<file path="config.mk">
export PLATFORM = sky130hd
export DESIGN_NAME = bst_tap
export DESIGN_NICKNAME = d
export VERILOG_FILES = /design/src/common/bst_pkg.sv /design/src/common/bst_tap_if.sv /design/src/hw/bst_tap_fsm.sv /design/src/hw/bst_tap.sv
export SDC_FILE = /design/constraint.sdc
export NUM_CORES = 1
export LEC_CHECK = 0
export BUFFER_PORTS_ARGS = -buffer_cell sky130_fd_sc_hd__buf_2
export CAP_MARGIN = 40
export CORE_AREA = 2 2 461 463
export DETAILED_ROUTE_END_ITERATION = 7
export DIE_AREA = 0 0 463 465
export GPL_TIMING_DRIVEN = 1
export HOLD_SLACK_MARGIN = 0.02
export PLACE_DENSITY = 0.37
export SLEW_MARGIN = 20
export SYNTH_ARGS = -nofsm -noshare
export SYNTH_HDL_FRONTEND = slang
export SYNTH_HIERARCHICAL = 1
export SYNTH_SLANG_ARGS = --single-unit
</file>
<file path="constraint.sdc">
create_clock -name clk -period 48.2 [get_ports clk]
set_input_delay 7.23 -clock clk [delete_from_list [all_inputs] [get_ports clk]]
set_output_delay 7.23 -clock clk [all_outputs]
set_load 0.01 [all_outputs]
</file>
<file path="src/common/bst_pkg.sv">
// boundary-scan tap package: instruction codes, chain sizes, tap states
// assumes a single system clock that oversamples the test clock pin
package bst_pkg;
    localparam int IR_W = 8;
    localparam int BSR_LEN = 391;
    localparam int ID_W = 32;
    localparam int SYNC_STAGES = 2;
    localparam int TMS_RESET_EDGES = 5;

    localparam logic [7:0] IR_EXTEST = 8'h00;
    localparam logic [7:0] IR_SAMPLE = 8'h01;
    localparam logic [7:0] IR_IDCODE = 8'h03;
    localparam logic [7:0] IR_HIGHZ = 8'h10;
    localparam logic [7:0] IR_BYPASS = 8'hFF;
    // instruction held after test-logic reset
    localparam logic [7:0] IR_RESET_VAL = IR_IDCODE;
    // fixed pattern captured into the instruction shifter
    localparam logic [7:0] IR_CAPTURE_VAL = 8'h01;
    localparam logic BYPASS_CAPTURE_VAL = 1'b0;

    localparam logic SYNC_TCK_RST = 1'b0;
    localparam logic SYNC_TMS_RST = 1'b1;
    localparam logic SYNC_TDI_RST = 1'b1;
    localparam logic SYNC_TRSTN_RST = 1'b1;
    localparam logic TDO_RESET_VAL = 1'b0;
    localparam logic TDO_OE_RESET_VAL = 1'b1;

    // gray-coded along the data and instruction paths
    typedef enum logic [3:0] {
        ST_RESET = 4'h0,
        ST_IDLE = 4'h1,
        ST_SEL_DR = 4'h3,
        ST_CAP_DR = 4'h2,
        ST_SH_DR = 4'h6,
        ST_EX1_DR = 4'h7,
        ST_PAU_DR = 4'h5,
        ST_EX2_DR = 4'h4,
        ST_UPD_DR = 4'hC,
        ST_SEL_IR = 4'hD,
        ST_CAP_IR = 4'hF,
        ST_SH_IR = 4'hE,
        ST_EX1_IR = 4'hA,
        ST_PAU_IR = 4'hB,
        ST_EX2_IR = 4'h9,
        ST_UPD_IR = 4'h8
    } bst_state_t;
endpackage : bst_pkg

</file>
<file path="src/common/bst_tap_if.sv">
// signals between the scan datapath and its tap state machine
// assumes both ends run on the same system clock
`timescale 1ns/1ps
interface bst_tap_if;
    import bst_pkg::*;
    logic tckRise;
    logic tmsLvl;
    logic trstLvl;
    bst_state_t state;
    modport ctl (input tckRise, input tmsLvl, input trstLvl, output state);
    modport usr (output tckRise, output tmsLvl, output trstLvl, input state);
endinterface : bst_tap_if

</file>
<file path="src/hw/bst_tap_fsm.sv">
// sixteen-state tap controller, stepped on detected test-clock rises
// assumes tms and test reset are already synchronised to clk
`timescale 1ns/1ps
module bst_tap_fsm
    import bst_pkg::*;
(
    // system
    input wire logic clk,
    input wire logic reset,
    // datapath side
    bst_tap_if.ctl tap
);
    bst_state_t state_ff;
    bst_state_t nxt_state;
    logic [2:0] tmsRun_ff;
    logic [2:0] nxt_tmsRun;
    localparam logic [2:0] TMS_SAT = 3'(TMS_RESET_EDGES);

    always_comb begin
        nxt_state = state_ff;
        if (tap.trstLvl) begin
            nxt_state = ST_RESET;
        end else if (tap.tckRise) begin
            unique case (state_ff)
                ST_RESET: nxt_state = tap.tmsLvl ? ST_RESET : ST_IDLE;
                ST_IDLE: nxt_state = tap.tmsLvl ? ST_SEL_DR : ST_IDLE;
                ST_SEL_DR: nxt_state = tap.tmsLvl ? ST_SEL_IR : ST_CAP_DR;
                ST_CAP_DR: nxt_state = tap.tmsLvl ? ST_EX1_DR : ST_SH_DR;
                ST_SH_DR: nxt_state = tap.tmsLvl ? ST_EX1_DR : ST_SH_DR;
                ST_EX1_DR: nxt_state = tap.tmsLvl ? ST_UPD_DR : ST_PAU_DR;
                ST_PAU_DR: nxt_state = tap.tmsLvl ? ST_EX2_DR : ST_PAU_DR;
                ST_EX2_DR: nxt_state = tap.tmsLvl ? ST_UPD_DR : ST_SH_DR;
                ST_UPD_DR: nxt_state = tap.tmsLvl ? ST_SEL_DR : ST_IDLE;
                ST_SEL_IR: nxt_state = tap.tmsLvl ? ST_RESET : ST_CAP_IR;
                ST_CAP_IR: nxt_state = tap.tmsLvl ? ST_EX1_IR : ST_SH_IR;
                ST_SH_IR: nxt_state = tap.tmsLvl ? ST_EX1_IR : ST_SH_IR;
                ST_EX1_IR: nxt_state = tap.tmsLvl ? ST_UPD_IR : ST_PAU_IR;
                ST_PAU_IR: nxt_state = tap.tmsLvl ? ST_EX2_IR : ST_PAU_IR;
                ST_EX2_IR: nxt_state = tap.tmsLvl ? ST_UPD_IR : ST_SH_IR;
                ST_UPD_IR: nxt_state = tap.tmsLvl ? ST_SEL_DR : ST_IDLE;
            endcase
        end
    end

    // the processor reset is deliberately not a term here
    always_ff @(posedge clk) begin
        state_ff <= nxt_state;
    end

    assign tap.state = state_ff;

    // helper: consecutive tms-high rises, saturating
    always_comb begin
        nxt_tmsRun = tmsRun_ff;
        if (tap.tckRise) begin
            nxt_tmsRun = !tap.tmsLvl ? 3'h0 : (tmsRun_ff == TMS_SAT) ? TMS_SAT : tmsRun_ff + 3'h1;
        end
    end

    always_ff @(posedge clk) begin
        tmsRun_ff <= reset ? 3'h0 : nxt_tmsRun;
    end
endmodule : bst_tap_fsm

</file>
<file path="src/hw/bst_tap.sv">
// boundary-scan test access logic: instruction decode, data registers, pins
// assumes tck/tms/tdi/trstN come straight from pins and tck is far below clk
`timescale 1ns/1ps
module bst_tap
    import bst_pkg::*;
#(
    parameter int CHAIN_LEN = BSR_LEN,
    // arbitrary neutral identification value
    parameter logic [ID_W-1:0] ID_VALUE = 32'h0A5A_5001
) (
    // system
    input wire logic clk,
    input wire logic reset,
    // test port pins
    input wire logic tck,
    input wire logic tms,
    input wire logic tdi,
    input wire logic trstN,
    output logic tdo,
    output logic tdoOe,
    // core status
    input wire logic pcTraceOn,
    // boundary pins
    input wire logic [CHAIN_LEN-1:0] corePinOut,
    input wire logic [CHAIN_LEN-1:0] pinIn,
    output logic [CHAIN_LEN-1:0] pinOut,
    output logic pinHighZ,
    // core debug support unit
    output logic dbgSel,
    output logic [IR_W-1:0] dbgIr,
    output logic dbgCapture,
    output logic dbgShift,
    output logic dbgUpdate,
    output logic dbgTdi,
    input wire logic dbgTdo
);
    bst_tap_if tap ();

    logic [2:0] tck_ff, tms_ff, tdi_ff, trstN_ff;
    logic [2:0] nxt_tck, nxt_tms, nxt_tdi, nxt_trstN;
    logic tckRise, tckFall, tmsS, tdiS;

    // stage 0 is only read by stage 1; edges come from stages 1 and 2
    always_comb begin
        nxt_tck = {tck_ff[1:0], tck};
        nxt_tms = {tms_ff[1:0], tms};
        nxt_tdi = {tdi_ff[1:0], tdi};
        nxt_trstN = {trstN_ff[1:0], trstN};
    end

    always_ff @(posedge clk) begin
        if (reset) begin
            tck_ff <= {3{SYNC_TCK_RST}};
            tms_ff <= {3{SYNC_TMS_RST}};
            tdi_ff <= {3{SYNC_TDI_RST}};
            trstN_ff <= {3{SYNC_TRSTN_RST}};
        end else begin
            tck_ff <= nxt_tck;
            tms_ff <= nxt_tms;
            tdi_ff <= nxt_tdi;
            trstN_ff <= nxt_trstN;
        end
    end

    // edges seen during processor reset are not counted
    assign tckRise = !reset && tck_ff[1] && !tck_ff[2];
    assign tckFall = !reset && !tck_ff[1] && tck_ff[2];
    assign tmsS = tms_ff[1];
    assign tdiS = tdi_ff[1];

    assign tap.tckRise = tckRise;
    assign tap.tmsLvl = tmsS;
    assign tap.trstLvl = !trstN_ff[1];

    bst_tap_fsm u_fsm (
        .clk(clk),
        .reset(reset),
        .tap(tap)
    );

    bst_state_t st;
    assign st = tap.state;

    // instruction decode
    logic [IR_W-1:0] ir_ff, nxt_ir, irSh_ff, nxt_irSh;
    logic selBsr, selId, selDbg, isExtest, isHighZ;

    always_comb begin
        isExtest = !pcTraceOn && ir_ff == IR_EXTEST;
        isHighZ = !pcTraceOn && ir_ff == IR_HIGHZ;
        selBsr = !pcTraceOn && (ir_ff == IR_EXTEST || ir_ff == IR_SAMPLE);
        selId = ir_ff == IR_IDCODE;
        selDbg = ir_ff[IR_W-1] && ir_ff != IR_BYPASS;
        // everything else, reserved codes included, falls to bypass
    end

    always_comb begin
        nxt_ir = ir_ff;
        nxt_irSh = irSh_ff;
        if (st == ST_RESET) begin
            nxt_ir = IR_RESET_VAL;
        end else if (tckRise) begin
            unique case (st)
                ST_CAP_IR: nxt_irSh = IR_CAPTURE_VAL;
                ST_SH_IR: nxt_irSh = {tdiS, irSh_ff[IR_W-1:1]};
                ST_UPD_IR: nxt_ir = irSh_ff;
                default: nxt_irSh = irSh_ff;
            endcase
        end
    end

    always_ff @(posedge clk) begin
        ir_ff <= nxt_ir;
        irSh_ff <= nxt_irSh;
    end

    // data registers; cell k of the pin sequence is bit k, with bit 0 next out on tdo
    logic [CHAIN_LEN-1:0] bsr_ff, nxt_bsr, bsrUpd_ff, nxt_bsrUpd;
    logic [ID_W-1:0] id_ff, nxt_id;
    logic byp_ff, nxt_byp;

    always_comb begin
        nxt_bsr = bsr_ff;
        nxt_bsrUpd = bsrUpd_ff;
        nxt_id = id_ff;
        nxt_byp = byp_ff;
        if (tckRise && st == ST_CAP_DR) begin
            if (selBsr) begin
                nxt_bsr = pinIn;
            end
            nxt_id = ID_VALUE;
            nxt_byp = BYPASS_CAPTURE_VAL;
        end else if (tckRise && st == ST_SH_DR) begin
            if (selBsr) begin
                nxt_bsr = {tdiS, bsr_ff[CHAIN_LEN-1:1]};
            end
            if (selId) begin
                nxt_id = {tdiS, id_ff[ID_W-1:1]};
            end
            nxt_byp = tdiS;
        end else if (tckRise && st == ST_UPD_DR && selBsr) begin
            nxt_bsrUpd = bsr_ff;
        end
    end

    always_ff @(posedge clk) begin
        bsr_ff <= nxt_bsr;
        bsrUpd_ff <= nxt_bsrUpd;
        id_ff <= nxt_id;
        byp_ff <= nxt_byp;
    end

    // serial output changes on the falling test clock
    logic tdo_ff, nxt_tdo, tdoOe_ff, nxt_tdoOe, serialBit;

    always_comb begin
        if (st == ST_SH_IR) begin
            serialBit = irSh_ff[0];
        end else if (selBsr) begin
            serialBit = bsr_ff[0];
        end else if (selId) begin
            serialBit = id_ff[0];
        end else if (selDbg) begin
            serialBit = dbgTdo;
        end else begin
            serialBit = byp_ff;
        end
        nxt_tdo = tdo_ff;
        nxt_tdoOe = tdoOe_ff;
        if (tckFall) begin
            nxt_tdoOe = !(st == ST_SH_DR || st == ST_SH_IR);
            nxt_tdo = serialBit;
        end
    end

    always_ff @(posedge clk) begin
        if (reset) begin
            tdo_ff <= TDO_RESET_VAL;
            tdoOe_ff <= TDO_OE_RESET_VAL;
        end else begin
            tdo_ff <= nxt_tdo;
            tdoOe_ff <= nxt_tdoOe;
        end
    end

    assign tdo = tdo_ff;
    assign tdoOe = tdoOe_ff;

    // pin side
    logic [CHAIN_LEN-1:0] pinOut_ff, nxt_pinOut;
    logic pinHighZ_ff, nxt_pinHighZ;

    always_comb begin
        nxt_pinOut = isExtest ? bsrUpd_ff : corePinOut;
        nxt_pinHighZ = isHighZ;
    end

    always_ff @(posedge clk) begin
        pinOut_ff <= nxt_pinOut;
        pinHighZ_ff <= nxt_pinHighZ;
    end

    assign pinOut = pinOut_ff;
    assign pinHighZ = pinHighZ_ff;

    // debug unit strobes are plain pulses with no acknowledge, one clk wide per tck rise
    assign dbgSel = selDbg;
    assign dbgIr = ir_ff;
    assign dbgCapture = selDbg && tckRise && st == ST_CAP_DR;
    assign dbgShift = selDbg && tckRise && st == ST_SH_DR;
    assign dbgUpdate = selDbg && tckRise && st == ST_UPD_DR;
    assign dbgTdi = tdiS;
endmodule : bst_tap

</file>
==> impl_metrics.ini <==
[timing]
period_share = 0.336
worstMarginPinSlew_ns = 1.05
finClkSkew_ns = 0.0346
fin_setup_tns_ns = 0
maxSlewHeadroom = 0.303
finalSetupViolCount = 0
holdWs_ns = 0.393
rsz0062_at_grt = no
fin_ws_ns = 32.01
period_needed_ns = 16.19
hold_violations = 0
slew_viol_final = 0
fmax_ghz = 0.0618

[worst_setup_path]
r2r_start = u_fsm/tap.state[1]$_SDFFE_PP0P_
start_kind = input port
required_ns = 40.97
endpoint_kind = primary output
r2r_slack_ns = 43.68
worstSetupPathType = in2out
cp_max_fo = 15
arrival_ns = 8.96
timing.critical_path.from = reset

[detailed_routing]
wirelength_um = 163000
vias_per_cell = 3.87
antenna_left = 0
initialDrtViolationCount = 1396
via_count = 25638
post_drt_wl_per_cell_um = 24.6
firstDrtPassIters = 5
post-route-drc-count = 0

[global_route]
grt_pass1_vias = 26559
grt_pass1_wl_um = 221000
antenna_found_initial = 160
grtUsageMet1 = 0.169
grt_max_degree = 135
met2_usage = 0.250
use_met3 = 0.0646
overflow = 0
grt_usage = 0.147
grt.busiest_layer = met2

[finish]
area.growth.synth_to_final_pct = 32.6
layout_commonest_cell = buf_2
final_cell_mix = 1197 x buf_2, 790 x edfxtp_1, 454 x mux2_1
drive_gt1_frac = 0.479
fin_cells = 6622
final_util = 0.274
nets = 4426

[logic_synthesis]
synth_fa_ha_area_frac = 0
synth-xor-area-share = 0.000201
syn-num-nets = 3147
async_flop_share = 0
synth.area.mux_share = 0.202
synth-main-ff-cell = edfxtp_1
seq_area_frac_synth = 0.749
netlist_area_sq_um = 43700
synth_cell_types = 55
synth_top_family_by_area = multiplexers
synth-compound-area-share = 0.0112
synth_edf_count = 790
postSynthCellCount = 2357
yosys_warnings = 6
synth-simple-area-share = 0.0179
syn_avg_cell_area_sq_um = 18.5
ys_seq_elements = 1238

[worst_hold_path]
worstHoldStart = tdi_ff[0]$_SDFF_PP1_
hold_path_class = reg2reg

[clock_tree]
clock-root-buffer = clkbuf_16
htree_levels = 4
cts.sinks = 1238
cts_resized = 0
cts_tree = done
postCtsSetupRepairBufs = 0
clockBufferDepth = 3
numCtsBuffers = 152
clock_insertion_delay_worst_skew_ns = 0.77
postCtsHoldBufs = 0
clkSlewWorstSetupHoldPaths_ns = 0.06

[power]
switching_power_uw = 516
p_sw_frac = 0.220
p_per_area_nw_per_um2 = 40.6
leakage_uw = 0.0216
power_frac_seq = 0.485
clock_power_share = 0.480
vdd_ir_drop_max_mv = 0.0331
p_comb_frac = 0.035
p_int_uw = 1830

[placement]
gp_congestion = 0.814
io_buffers = 1196
place_hpwl_um = 124000
place_inst = 6300
dpl_worst_slack_ns = 31.93

[floorplanning]
core_sq_um = 211000
die_w_um = 463
die_h_um = 465
ios = 1197
start_util = 0.207
rows = 169
die_area_sq_um = 215000

[status]
status = finished clean

[job]
maxCapViolCount = 0
## metrics by stage
stage / instance area, sq um / total power [uW]
2_1_floorplan: 43700 / 1180
3_3_place_gp: 52600 / 1250
3_5_place_dp: 52800 / 1250
4_1_cts: 57700 / 2400
5_1_grt: 57800 / 2440
6_report: 57900 / 2350
## Yosys cell counts, types with 6 or more instances
library cell  instances  area (sq um)
or2_2                 7          43.8
mux2_1              454          5110
and2_1                7          43.8
edfxtp_1            790         23700
o21ai_0              44           220
mux2_2              328          3690
clkbuf_1             13          48.8
nand2b_1              6          37.5
buf_4                70           526
nand3_1              45           225
nor2_1               11          41.3
buf_6                18           203
dfxtp_1             448          8970
a21oi_1              24           120
nand2_1              21          78.8
buf_2                11          55.1
## kinds of logic (layout without fill, tap and decap cells)
family                 after synthesis  count (layout)
multiplexers                       784             784
other                                0              38
XOR/XNOR                             1               1
AND/OR/NAND/NOR                    130             130
AO/OA/AOI/OAI                       86              86
buffers and inverters              118            1524
flip-flops                        1238            1238
## worst max-delay path: stages
cell and delay [ns]:
buf_2 0.17, nor3b_4 0.52, nand3_1 0.61, nor2_1 0.26, buf_2 0.17
## layout make-up
type / count / area [sq um]
Sequential cell: 1238 / 32700
Inverter: 5 / 18.8
Tap cell: 2821 / 3530
Fill cell: 21746 / 153000
Clock buffer: 232 / 4410
Antenna cell: 38 / 95.1
Timing Repair Buffer: 1238 / 6540
Clock inverter: 49 / 458
Multi-Input combinational cell: 1001 / 10100
## sequential cells by signal, summed over array words and instances (netlist names)
signal,count
bsrUpd_ff,391
bsr_ff,391
byp_ff,1
dbgIr,8
id_ff,32
irSh_ff,8
pinHighZ,1
pinOut,391
tck_ff,3
tdi_ff,2
tdo,1
tdoOe,1
tms_ff,2
trstN_ff,2
u_fsm/tap.state,4
## final timing paths
path                                        endpoint  depth (start not counted)
worst max-delay path                        dbgShift                          5
worst min-delay path            tdi_ff[1]$_SDFF_PP1_                          1
worst max register to register  bsr_ff[53]$_DFFE_PP_                          9
worst min register to register  tdi_ff[1]$_SDFF_PP1_                          1
## metal layers
layer	part of all wire	up-vias
li1	-	11533
met1	0.39	12585
met2	0.49	1081
met3	0.096	403
met4	0.025	36
met5	0.0013	-
## power groups by stage
stage	Sequential (uW)	Clock, uW	Combinational [uW]
floorplan	1170	0	11.6
global route	1140	1210	90.5
CTS	1140	1180	84.9
finish	1140	1130	82.7
global placement	1160	0	84.3
detailed placement	1160	0	84.3
Note: power is estimated with default switching activity, not from simulation.
